File: src/design/epiu_pkg.sv
// Package with register map, field positions and encodings of the external pin interrupt unit
package epiu_pkg;
   // Register byte addresses on APB
   localparam logic [11:0] ADDR_SENSE_CONTROL = 12'h000;
   localparam logic [11:0] ADDR_ENABLE_MASK = 12'h004;
   localparam logic [11:0] ADDR_FLAGS = 12'h008;
   localparam logic [11:0] ADDR_MASK_HIGH = 12'h00c;
   localparam logic [11:0] ADDR_MASK_LOW = 12'h010;
   localparam logic [11:0] ADDR_CPU_CTRL = 12'h014;
   localparam logic [11:0] ADDR_VECTOR = 12'h018;
   // Field positions
   localparam int EXT_BIT = 6;
   localparam int HIGH_BIT = 5;
   localparam int LOW_BIT = 4;
   localparam int FLAG_HIGH_BIT = 1;
   localparam int FLAG_LOW_BIT = 0;
   localparam int GIE_BIT = 0;
   // Writable masks and reset values
   localparam logic [7:0] ENABLE_WMASK = 8'h70;
   localparam logic [7:0] MASK_HIGH_WMASK = 8'h0f;
   localparam logic [7:0] SENSE_WMASK = 8'h03;
   localparam logic [7:0] RESET_BYTE = 8'h00;
   // Interrupt vector addresses
   localparam logic [15:0] VEC_NONE = 16'h0000;
   localparam logic [15:0] VEC_EXT = 16'h0001;
   localparam logic [15:0] VEC_GROUP_LOW = 16'h0002;
   localparam logic [15:0] VEC_GROUP_HIGH = 16'h0003;
   // Sense modes
   typedef enum logic [1:0] {
      SENSE_LOW = 2'b00,
      SENSE_ANY = 2'b01,
      SENSE_FALL = 2'b10,
      SENSE_RISE = 2'b11
   } epiu_sense_t;
endpackage : epiu_pkg

File: src/design/epiu_top.sv
// External pin interrupt unit: sense control, pin-change groups, flags and vectoring
// How it works
// - Inputs are taken from pin level whatever the pin direction, so writes can interrupt.
// - Group low requests when any masked input among bits 7:0 toggles.
// - Group high requests when any masked input among bits 11:8 toggles.
// - Pin-change detection is combinational on raw pins; flags and wake request still take it on a clock edge.
// - Low-level mode requests continuously while the pin stays low.
// - Edge detection uses the clocked, sampled pin and runs only with the clock.
// - Low-level wake request is registered from a term combinational on the raw pin.
// - Level must last through wake-up, else no interrupt is vectored.
// - Sense field 00 low, 01 any change, 10 falling, 11 rising.
// - Pin is sampled before edge detection; pulses over one clock are caught.
// - Enable bit 6 gates the pin interrupt together with the global flag.
// - Enable bits 5 and 4 gate groups high and low with the global flag.
// - Reserved bits of mask and flag registers read zero.
// - Flag bit 6 sets when pin activity produces a request.
// - Flags clear on service entry or on a written one.
// - Flag bit 6 reads zero while low-level sensing is selected.
// - Flag bits 1 and 0 set on group high and group low requests.
// - An input counts only with its mask bit and its group enable set.
// - A set, enabled flag with global flag set vectors execution.
// - Vectors are 0x0001 pin, 0x0002 group low, 0x0003 group high.
`timescale 1ns/10ps
// One pin-change group: toggle detection against the last sample, and the group flag
module epiu_change_group #(
   parameter int WIDTH = 8
) (
   // Clock and reset
   input wire logic pclk,
   input wire logic presetn,
   input wire logic clk_en,
   // Pins and their enables
   input wire logic [WIDTH-1:0] pins,
   input wire logic [WIDTH-1:0] pin_mask,
   input wire logic group_enable,
   // Flag
   input wire logic clear,
   output logic event_now,
   output logic flag
);

   logic [WIDTH-1:0] pins_prev;
   logic [WIDTH-1:0] pin_enable;

   assign pin_enable = pin_mask & {WIDTH{group_enable}};

   // Raw pin against the last sample, so a toggle shows before any clock edge
   assign event_now = |((pins ^ pins_prev) & pin_enable);

   // Last sample of each pin
   always_ff @(posedge pclk or negedge presetn) begin
      if (!presetn) begin
         pins_prev <= '0;
      end else if (clk_en) begin
         pins_prev <= pins;
      end
   end

   // Set beats clear, so a toggle during a write-one is not lost
   always_ff @(posedge pclk or negedge presetn) begin
      if (!presetn) begin
         flag <= 1'b0;
      end else if (clk_en) begin
         if (event_now) begin
            flag <= 1'b1;
         end else if (clear) begin
            flag <= 1'b0;
         end
      end
   end

endmodule : epiu_change_group

module epiu_top #(
   parameter int NUM_PINS = 12
) (
   // APB slave
   input wire logic pclk,
   input wire logic presetn,
   input wire logic clk_en,
   input wire logic psel,
   input wire logic penable,
   input wire logic pwrite,
   input wire logic [11:0] paddr,
   input wire logic [31:0] pwdata,
   output logic [31:0] prdata,
   output logic pready,
   output logic pslverr,
   // External pins
   input wire logic ext_irq_pin,
   input wire logic [NUM_PINS-1:0] pin_change_input,
   // Processor side
   input wire logic irq_ack,
   output logic irq_req,
   output logic [15:0] irq_vector,
   output logic wake_req
);

   logic [1:0] sense_select;
   logic [7:0] interrupt_enable_mask;
   logic [3:0] change_mask_high;
   logic [7:0] change_mask_low;
   logic global_ie;
   logic ext_pin_flag;
   logic group_high_flag;
   logic group_low_flag;
   logic ext_sync;
   logic ext_prev;
   logic ext_event;
   logic low_event;
   logic high_event;
   logic level_active;
   logic wr_strobe;
   logic rd_strobe;
   logic wr_flags;
   // Register write strobes
   logic wr_sense;
   logic wr_enable;
   logic wr_mask_high;
   logic wr_mask_low;
   logic wr_status;
   // Flag clears
   logic clear_ext;
   logic clear_low;
   logic clear_high;
   logic ack_ext;
   logic ack_low;
   logic ack_high;
   logic [15:0] next_vector;
   logic [31:0] next_rdata;
   logic addr_ok;

   assign wr_strobe = psel && penable && pwrite && clk_en;
   assign rd_strobe = psel && !penable && !pwrite;
   // One write strobe per writable register
   assign wr_flags = wr_strobe && (paddr == epiu_pkg::ADDR_FLAGS);
   assign wr_sense = wr_strobe && (paddr == epiu_pkg::ADDR_SENSE_CONTROL);
   assign wr_enable = wr_strobe && (paddr == epiu_pkg::ADDR_ENABLE_MASK);
   assign wr_mask_high = wr_strobe && (paddr == epiu_pkg::ADDR_MASK_HIGH);
   assign wr_mask_low = wr_strobe && (paddr == epiu_pkg::ADDR_MASK_LOW);
   assign wr_status = wr_strobe && (paddr == epiu_pkg::ADDR_CPU_CTRL);

   // A flag clears on service entry for its own vector or on a written one
   assign clear_ext = ack_ext || (wr_flags && pwdata[epiu_pkg::EXT_BIT]);
   assign clear_low = ack_low || (wr_flags && pwdata[epiu_pkg::FLAG_LOW_BIT]);
   assign clear_high = ack_high || (wr_flags && pwdata[epiu_pkg::FLAG_HIGH_BIT]);

   // Pins are read whatever their direction, so software can interrupt by writing them
   epiu_change_group #(
      .WIDTH(8)
   ) u_group_low (
      .pclk(pclk),
      .presetn(presetn),
      .clk_en(clk_en),
      .pins(pin_change_input[7:0]),
      .pin_mask(change_mask_low),
      .group_enable(interrupt_enable_mask[epiu_pkg::LOW_BIT]),
      .clear(clear_low),
      .event_now(low_event),
      .flag(group_low_flag)
   );

   // Group high has only four inputs
   epiu_change_group #(
      .WIDTH(4)
   ) u_group_high (
      .pclk(pclk),
      .presetn(presetn),
      .clk_en(clk_en),
      .pins(pin_change_input[11:8]),
      .pin_mask(change_mask_high),
      .group_enable(interrupt_enable_mask[epiu_pkg::HIGH_BIT]),
      .clear(clear_high),
      .event_now(high_event),
      .flag(group_high_flag)
   );

   // Level sense follows the raw pin; request and wake outputs take it only on an enabled clock
   assign level_active = (sense_select == epiu_pkg::SENSE_LOW) && !ext_irq_pin
                         && interrupt_enable_mask[epiu_pkg::EXT_BIT];

   // Edge detection on the sampled pin only
   always_comb begin
      case (epiu_pkg::epiu_sense_t'(sense_select))
         epiu_pkg::SENSE_ANY: begin
            ext_event = ext_sync ^ ext_prev;
         end
         epiu_pkg::SENSE_FALL: begin
            ext_event = ext_prev && !ext_sync;
         end
         epiu_pkg::SENSE_RISE: begin
            ext_event = !ext_prev && ext_sync;
         end
         default: begin
            ext_event = 1'b0;
         end
      endcase
   end

   // Acknowledge clears the flag of the vector currently presented
   assign ack_ext = irq_ack && (irq_vector == epiu_pkg::VEC_EXT);
   assign ack_low = irq_ack && (irq_vector == epiu_pkg::VEC_GROUP_LOW);
   assign ack_high = irq_ack && (irq_vector == epiu_pkg::VEC_GROUP_HIGH);

   // The pin is sampled once; edges are seen between two samples
   always_ff @(posedge pclk or negedge presetn) begin
      if (!presetn) begin
         ext_sync <= 1'b1;
      end else if (clk_en) begin
         ext_sync <= ext_irq_pin;
      end
   end

   always_ff @(posedge pclk or negedge presetn) begin
      if (!presetn) begin
         ext_prev <= 1'b1;
      end else if (clk_en) begin
         ext_prev <= ext_sync;
      end
   end

   // Control registers, one process each; reserved bits are never stored
   always_ff @(posedge pclk or negedge presetn) begin
      if (!presetn) begin
         sense_select <= 2'b00;
      end else if (wr_sense) begin
         sense_select <= pwdata[1:0];
      end
   end

   always_ff @(posedge pclk or negedge presetn) begin
      if (!presetn) begin
         interrupt_enable_mask <= epiu_pkg::RESET_BYTE;
      end else if (wr_enable) begin
         interrupt_enable_mask <= pwdata[7:0] & epiu_pkg::ENABLE_WMASK;
      end
   end

   // Only inputs 11:8 exist in the high group
   always_ff @(posedge pclk or negedge presetn) begin
      if (!presetn) begin
         change_mask_high <= 4'h0;
      end else if (wr_mask_high) begin
         change_mask_high <= pwdata[3:0];
      end
   end

   always_ff @(posedge pclk or negedge presetn) begin
      if (!presetn) begin
         change_mask_low <= epiu_pkg::RESET_BYTE;
      end else if (wr_mask_low) begin
         change_mask_low <= pwdata[7:0];
      end
   end

   // Global enable gates vectoring but not the flags
   always_ff @(posedge pclk or negedge presetn) begin
      if (!presetn) begin
         global_ie <= 1'b0;
      end else if (wr_status) begin
         global_ie <= pwdata[epiu_pkg::GIE_BIT];
      end
   end

   // Flags: a new event wins over a clear in the same cycle; global flag not consulted
   always_ff @(posedge pclk or negedge presetn) begin
      if (!presetn) begin
         ext_pin_flag <= 1'b0;
      end else if (clk_en) begin
         if (sense_select == epiu_pkg::SENSE_LOW) begin
            ext_pin_flag <= 1'b0;
         end else if (ext_event && interrupt_enable_mask[epiu_pkg::EXT_BIT]) begin
            ext_pin_flag <= 1'b1;
         end else if (clear_ext) begin
            ext_pin_flag <= 1'b0;
         end
      end
   end

   // Vector selection; lowest address has priority. Level sense vectors while the pin is held low,
   // so a level gone before wake-up completes yields no vector.
   always_comb begin
      next_vector = epiu_pkg::VEC_NONE;
      if (global_ie) begin
         if (level_active || (ext_pin_flag && interrupt_enable_mask[epiu_pkg::EXT_BIT])) begin
            next_vector = epiu_pkg::VEC_EXT;
         end else if (group_low_flag && interrupt_enable_mask[epiu_pkg::LOW_BIT]) begin
            next_vector = epiu_pkg::VEC_GROUP_LOW;
         end else if (group_high_flag && interrupt_enable_mask[epiu_pkg::HIGH_BIT]) begin
            next_vector = epiu_pkg::VEC_GROUP_HIGH;
         end
      end
   end

   // Vector and request move together so the pair never disagrees
   always_ff @(posedge pclk or negedge presetn) begin
      if (!presetn) begin
         irq_vector <= epiu_pkg::VEC_NONE;
         irq_req <= 1'b0;
      end else if (clk_en) begin
         irq_vector <= next_vector;
         irq_req <= (next_vector != epiu_pkg::VEC_NONE);
      end
   end

   // Registered copy of the asynchronous wake term for the sleep controller;
   // it stays a level while the pin stays low
   always_ff @(posedge pclk or negedge presetn) begin
      if (!presetn) begin
         wake_req <= 1'b0;
      end else if (clk_en) begin
         wake_req <= level_active || low_event || high_event;
      end
   end

   // Read mux
   always_comb begin
      next_rdata = 32'h0000_0000;
      addr_ok = 1'b1;
      case (paddr)
         epiu_pkg::ADDR_SENSE_CONTROL: begin
            next_rdata[1:0] = sense_select;
         end
         epiu_pkg::ADDR_ENABLE_MASK: begin
            next_rdata[7:0] = interrupt_enable_mask;
         end
         epiu_pkg::ADDR_FLAGS: begin
            next_rdata[epiu_pkg::EXT_BIT] = ext_pin_flag;
            next_rdata[epiu_pkg::FLAG_HIGH_BIT] = group_high_flag;
            next_rdata[epiu_pkg::FLAG_LOW_BIT] = group_low_flag;
         end
         epiu_pkg::ADDR_MASK_HIGH: begin
            next_rdata[3:0] = change_mask_high;
         end
         epiu_pkg::ADDR_MASK_LOW: begin
            next_rdata[7:0] = change_mask_low;
         end
         epiu_pkg::ADDR_CPU_CTRL: begin
            next_rdata[epiu_pkg::GIE_BIT] = global_ie;
         end
         epiu_pkg::ADDR_VECTOR: begin
            next_rdata[15:0] = irq_vector;
         end
         default: addr_ok = 1'b0;
      endcase
   end

   // APB answer: ready in the access phase, no wait states
   always_ff @(posedge pclk or negedge presetn) begin
      if (!presetn) begin
         pready <= 1'b0;
         pslverr <= 1'b0;
      end else if (clk_en) begin
         if (psel && !penable) begin
            pready <= 1'b1;
            pslverr <= !addr_ok;
         end else begin
            pready <= 1'b0;
            pslverr <= 1'b0;
         end
      end
   end

   // Read data is taken in the setup phase and held until the next read
   always_ff @(posedge pclk or negedge presetn) begin
      if (!presetn) begin
         prdata <= 32'h0000_0000;
      end else if (clk_en && rd_strobe) begin
         prdata <= next_rdata;
      end
   end

endmodule : epiu_top

File: config.mk
export PLATFORM = sky130hd
export DESIGN_NAME = epiu_top
export DESIGN_NICKNAME = d
export VERILOG_FILES = /design/src/design/epiu_pkg.sv /design/src/design/epiu_top.sv
export SDC_FILE = /design/constraint.sdc
export NUM_CORES = 1
export LEC_CHECK = 0
export ABC_AREA = 1
export BUFFER_PORTS_ARGS = -buffer_cell sky130_fd_sc_hd__clkbuf_2
export CORE_MARGIN = 2
export CORE_UTILIZATION = 40
export DETAILED_ROUTE_END_ITERATION = 8
export GPL_TIMING_DRIVEN = 0
export PLACE_DENSITY_LB_ADDON = 0.12
export SLEW_MARGIN = 20
export SYNTH_ARGS = -nofsm -noshare
export SYNTH_HDL_FRONTEND = slang
export SYNTH_HIERARCHICAL = 1
export SYNTH_SLANG_ARGS = --single-unit
export TNS_END_PERCENT = 10
File: constraint.sdc
create_clock -name pclk -period 2.5 [get_ports pclk]
set_input_delay 0.375 -clock pclk [delete_from_list [all_inputs] [get_ports pclk]]
set_output_delay 0.375 -clock pclk [all_outputs]
set_load 0.005 [all_outputs]
; ---- Word level (Yosys, flattened, before mapping)
; Index checks and enable logic that the tools add are counted.
[totals]
wordCells = 109
reg_bits = 71
[op_classes]
muxes = 22
eq_ne = 12
bitwise_logic = 7
n_reduce_logical = 50
[ops]
columns = cell, n
row1 = $eq 12x5->1 const B, 3
row2 = $eq 16x2->1 const B, 2
row3 = $logic_and 1x1->1, 26
row4 = $eq 12x4->1 const B, 2
row5 = $and 8x8->8, 2
row6 = $eq 16x1->1 const B, 1
row7 = $reduce_bool 16->1, 1
row8 = $eq 12x3->1 const B, 1
row9 = $logic_not 12->1, 1
row10 = $pmux 2 s3, 2
row11 = $mux 1, 10
row12 = $and 4x4->4, 2
row13 = $mux 2, 4
row14 = $mux 8, 1
row15 = $reduce_or 8->1, 1
row16 = $xor 8x8->8, 1
row17 = $reduce_or 7->1, 1
row18 = $logic_not 1->1, 6
row19 = $logic_or 1x1->1, 6
row20 = $pmux 1 s6, 1
row21 = $reduce_and 2->1, 3
row22 = $pmux 1 s5, 1
row23 = $eq 2x2->1 const B, 2
row24 = $pmux 1 s4, 1
row25 = 9 further kinds, 10

; ---- Logic depth before layout (Yosys ltp)
[logic_depth]
ltp_word = 9
depth_mapped = 9
mapped_depth_nobuf = 9

; ---- Hierarchy
; Netlist, hierarchy kept.
[by_module_without_submodules]
columns = mod, area_each_um2, cells_each, instances
row1 = epiu_top, 2189.6, 276, 1
row2 = epiu_change_group (u_group_low), 635.6, 90, 1
row3 = epiu_change_group (u_group_high), 361.6, 47, 1

; ---- Worst setup path before layout
; Ideal clock, no wire load.
[synth_timing]
path_type = input port to flip-flop
startpoint = in paddr[7]
endpoint = reg u_group_high.flag
setup_time_ns = 0.119
arrival_time_ns = 1.259
slack_ns = 1.121
path_stages = 9
path_cell_list = nor2_2 nand2_1 nor2_4 buf_4 nand3_1 o21ai_0 nand2_1 nand2_1 nand2_1
[synth_via]
elab_chain_cells = 6
[synth_lines]
columns = item, line_no
row1 = "start, declared", epiu_top.sv:84  ; input wire logic [11:0] paddr,
row2 = $eq 12x4->1, epiu_top.sv:136  ; assign wr_flags = wr_strobe && (paddr == epiu_pkg::ADDR_FLAGS);
row3 = $logic_and 1x1->1, epiu_top.sv:136
row4 = $logic_and 1x1->1, epiu_top.sv:146  ; assign clear_high = ack_high || (wr_flags && pwdata[epiu_pkg::FLAG_HIGH_BIT]);
row5 = $logic_or 1x1->1, epiu_top.sv:146
row6 = net clear_high, epiu_top.sv:125  ; logic clear_high;
row7 = $reduce_bool 2->1 (no source line), --
row8 = $reduce_and 2->1 (no source line), --
row9 = "end signal, assigned", epiu_top.sv:62  ; flag <= 1'b0;
row10 = "end signal, assigned", epiu_top.sv:65  ; flag <= 1'b1;
row11 = "end signal, assigned", epiu_top.sv:67  ; flag <= 1'b0;
row12 = "end, declared", epiu_top.sv:39  ; output logic flag
; The timed path passes the listed nets, and every way through them passes these cells.
; A chain may end at the register's enable or synchronous reset.

; ---- Final worst setup path
[layout_timing]
startpoint = reg interrupt_enable_mask[4]
endpoint = reg wake_req
[layout_via]
elab_chain_cells = 5
[layout_lines]
columns = item, line_no
row1 = "start, declared", epiu_top.sv:100  ; logic [7:0] interrupt_enable_mask;
row2 = "start signal, assigned", epiu_top.sv:233  ; interrupt_enable_mask <= epiu_pkg::RESET_BYTE;
row3 = "start signal, assigned", epiu_top.sv:235  ; interrupt_enable_mask <= pwdata[7:0] & epiu_pkg::ENABLE_WMASK;
row4 = $and 8x8->8, epiu_top.sv:45  ; assign pin_enable = pin_mask & {WIDTH{group_enable}};
row5 = $and 8x8->8, epiu_top.sv:48  ; assign event_now = |((pins ^ pins_prev) & pin_enable);
row6 = $reduce_or 8->1, epiu_top.sv:48
row7 = net low_event, epiu_top.sv:110  ; logic low_event;
row8 = $logic_or 1x1->1 (2 in a row), epiu_top.sv:312  ; wake_req <= level_active || low_event || high_event;
row9 = "end signal, assigned", epiu_top.sv:312
row10 = "end, declared", epiu_top.sv:96  ; output logic wake_req
; The timed path passes the listed nets, and every way through them passes these cells.

==> qor.txt <==
====================================================================================
Outcome ............................................................... complete, no violations
Area of the multi-input gates .........................................    1520 um^2
Max-slew headroom at the worst pin ....................................        0.540
Core footprint ........................................................    7730 um^2
Via Count .............................................................        2,700
Worst-skew pair later-pin latency .....................................       300 ps
Clock Tree Buf Depth ..................................................            2
Highest clock frequency the design can meet ...........................      704 MHz
Root buf cell ......................................................... sky130_fd_sc_hd__clkbuf_8
Clock network power share .............................................        0.310
Resize count post-CTS .................................................            0
Clock buffer count from CTS ...........................................            5
Fraction of final layout cells sized beyond drive strength 1 ..........        0.305
Nature of the critical path endpoint ..................................    flip-flop
DR DRC count ..........................................................            0
Vias in the first global route ........................................        2,659
Detail Placement HPWL .................................................      5.73 mm
Weighted congestion at the end of routability-driven global placement .        0.920
Most used DFF post-synth .............................................. sky130_fd_sc_hd__dfrtp_1
Number of unique standard cell types used by synthesis ................           33
Number of port buffers ................................................           53
Net switching fraction of the power ...................................        0.268
WL final ..............................................................      7.19 mm
Wire length of the first global-routing pass ..........................      12.1 mm
Initial Utilization ...................................................        0.412
Die ar. ...............................................................    8700 um^2
RSZ-0062 raised after global routing ..................................           no
Arrival time of the worst setup path ..................................      1600 ps
Power density cells ...................................................  434 nW/um^2
Synth warnings ........................................................            6
Worst hold path type ..................................................  in -> async
Sequential area share after synthesis .................................        0.386
CTS Hold Bufs .........................................................            0
Clock tree skew after final layout ....................................      5.91 ps
WL per Instance .......................................................      11.7 um
TritonCTS clock tree ..................................................        built
FF+latch count, synth .................................................           49
Leakage power .........................................................      2.17 nW
Initial antenna violation count .......................................            0
DR iter-0 viols .......................................................          106
Pins over their slew limit ............................................            0
Register clock-pin slew on the reported worst setup and hold paths ....        90 ps
Overall routing resource usage ........................................        0.175
Area growth, synth to finish ..........................................        19.9%
Post-layout net count .................................................          576
Relative contribution of sequential cells to total power ..............        0.523
Gate count of the mapped netlist ......................................          413
Post-DR vias/cell .....................................................         4.40
Overall die height ....................................................      93.3 um
Kind of start point of the critical path ..............................    flip-flop
Maximum vdd ir drop ...................................................   0.000265 V
Sw power ..............................................................   0.000444 W
Final ANT Viol Nets ...................................................            0
Share of the cycle needed by the critical path after routing ..........        0.568
Pre-antenna DRT Iters .................................................            4
Final core area utilization ...........................................        0.495
Series of cell instances along the critical path ...................... buf_6 > nand2_1 > nand3b_1 > nand2_1 > nor2_2 > nand2_2 > nor3_1 > a21oi_1
Register Area .........................................................    1230 um^2
Cell seen most often among critical-path stages ....................... sky130_fd_sc_hd__nand2_1
Synthesized area ......................................................    3190 um^2
Largest net degree at the start of global routing .....................           50
Internal cell power ...................................................    0.00121 W
Number of endpoints failing setup at the final stage ..................            0
Part of the total power dissipated in combinational logic .............        0.166
Top Ports .............................................................          116
Worst-path fanout max .................................................            8
Slowest CP cell ....................................................... sky130_fd_sc_hd__dfrtp_1
Delay of the slowest critical-path stage ..............................       430 ps
Fraction of registers with async set/reset ............................         1.00
Worst Hold Margin .....................................................       136 ps
Count of endpoints failing hold in the final timing report ............            0
Max-cap violations ....................................................            0
Crit path kind ........................................................   reg -> reg
Average cell area after synthesis .....................................    7.72 um^2
Count of flip-flops with a built-in enable after synthesis ............            0
Tightest Pin Transition ...............................................       689 ps
Sum of overflow across all layers after global routing ................            0
Ant diodes ............................................................            0
Number of fill cells ..................................................          799
Die boundary width ....................................................      93.3 um
WP data required ......................................................      2680 ps
Max H-tree Level ......................................................            2
Clock period minus worst slack ........................................      1420 ps
# Post-CTS Setup Buffers ..............................................            0
Final TNS setup .......................................................         0 ps
Number of clock sinks seen by CTS .....................................           49
Site row count ........................................................           32
====================================================================================
-- cell usage in the layout (no fill, tap or decap), types with 2 or more instances in the layout --
cell                       instances
sky130_fd_sc_hd__nand4_1           5
sky130_fd_sc_hd__a31oi_1           5
sky130_fd_sc_hd__nor2_2            5
sky130_fd_sc_hd__nand3_2           6
sky130_fd_sc_hd__o21ai_0          24
sky130_fd_sc_hd__dfrtp_1          47
sky130_fd_sc_hd__o21ai_2           8
sky130_fd_sc_hd__nand3_1          33
sky130_fd_sc_hd__a21oi_1           4
sky130_fd_sc_hd__nor2_4            5
sky130_fd_sc_hd__nor3_1            3
sky130_fd_sc_hd__conb_1           38
sky130_fd_sc_hd__ha_1              2
sky130_fd_sc_hd__buf_6             3
sky130_fd_sc_hd__nand2_4           2
sky130_fd_sc_hd__inv_2             5
sky130_fd_sc_hd__dfstp_2           2
sky130_fd_sc_hd__inv_1            51
sky130_fd_sc_hd__nor2_1           18
sky130_fd_sc_hd__o21ai_1           6
sky130_fd_sc_hd__clkbuf_2         53
sky130_fd_sc_hd__clkbuf_8          7
sky130_fd_sc_hd__buf_4            40
sky130_fd_sc_hd__nand3b_4          4
sky130_fd_sc_hd__nand2_1         116
sky130_fd_sc_hd__nand2_2           9
-- synthesized netlist by cell type (all sizes together), types with 2 or more instances --
master / number / area [um^2]
nand4: 6 / 43.8
ha: 2 / 25.0
clkbuf: 2 / 8.75
a31oi: 5 / 31.3
dfrtp: 47 / 1180
nand3: 39 / 225
nand3b: 5 / 87.6
nand2: 127 / 514
inv: 56 / 210
nor2: 28 / 155
nor3: 5 / 41.3
dfstp: 2 / 52.6
o21ai: 38 / 220
a21oi: 4 / 20.0
buf: 44 / 354
-- per-layer routing --
metal / vias up / routed length (um) / global-route usage
met4: 0 / 94 / 0.0637
met3: 6 / 335 / 0.0298
li1: 1413 / - / -
met1: 1220 / 3310 / 0.225
met2: 61 / 3460 / 0.297
met5: - / 0 / 0
-- critical path, delay by kind of cell (launching register included) --
family,cells,cell delay (ps)
AO/OA/AOI/OAI,1,90
buffers and inverters,1,160
flip-flops,1,430
AND/OR/NAND/NOR,6,630
-- stage by stage --
| stage | instances | total power (W) | instance area (um^2) | worst slack [ps] |
|---|---|---|---|---|
| after floorplan | 450 | 0.00105 | 3330 | 1120 |
| after global placement | 605 | 0.00116 | 3720 | 796 |
| after detailed placement | 605 | 0.00116 | 3720 | 779 |
| after CTS | 613 | 0.00169 | 3820 | 1060 |
| after global routing | 613 | 0.00175 | 3820 | 907 |
| final | 613 | 0.00166 | 3820 | 1080 |
-- logic make-up after synthesis --
family / count (synthesis) / synth area share
DFF: 49 / 0.386
AOI/OAI and AO/OA: 47 / 0.0852
buffers and inverters: 102 / 0.180
and+or+nand+nor: 211 / 0.337
adders and majority gates: 2 / 0.00785
muxes: 1 / 0.00353
other: 1 / 0.00118
-- area by class of cell --
| class | count | share of cell area |
|---|---|---|
| clock buffer | 7 | 0.0252 |
| clock inverter | 1 | 0.00131 |
| timing repair buffer | 53 | 0.0700 |
| tap | 102 | 0.0334 |
| inverter | 56 | 0.0550 |
| buffer | 46 | 0.0949 |
| multi-input combinational | 299 | 0.399 |
| sequential | 49 | 0.321 |
-- path summary, 6_finish.rpt --
| check | start | endpoint | slack, ps | depth (start not counted) |
|---|---|---|---|---|
| worst min-delay path | presetn | u_group_low/pins_prev[3] | 140 | 1 |
| worst min register to register | pready | pready | 490 | 2 |
| worst max register to register | interrupt_enable_mask[4] | wake_req | 1080 | 8 |
| max in group asynchronous | presetn | prdata[6] | 1910 | 1 |
| min in group pclk | ext_irq_pin | ext_sync | 290 | 3 |
| worst max-delay path | interrupt_enable_mask[4] | wake_req | 1080 | 8 |
-- power groups by stage --
stage	logic [W]	clock network, W	registers [W]
detailed placement	0.000278	0	0.000884
finish	0.000276	0.000515	0.000867
global placement	0.000273	0	0.000883
floorplan	0.000168	0	0.000880
global route	0.000316	0.000562	0.000875
CTS	0.000279	0.000540	0.000869
-- sequential cells by signal, summed over array words and instances, names as in the netlist, 2 cells and up --
signal and count:
u_group_low/pins_prev 8, u_group_high/pins_prev 4, irq_vector 2, change_mask_high 4, interrupt_enable_mask 3, prdata 8
sense_select 2, change_mask_low 8
Note: power is estimated with default switching activity, not from simulation.
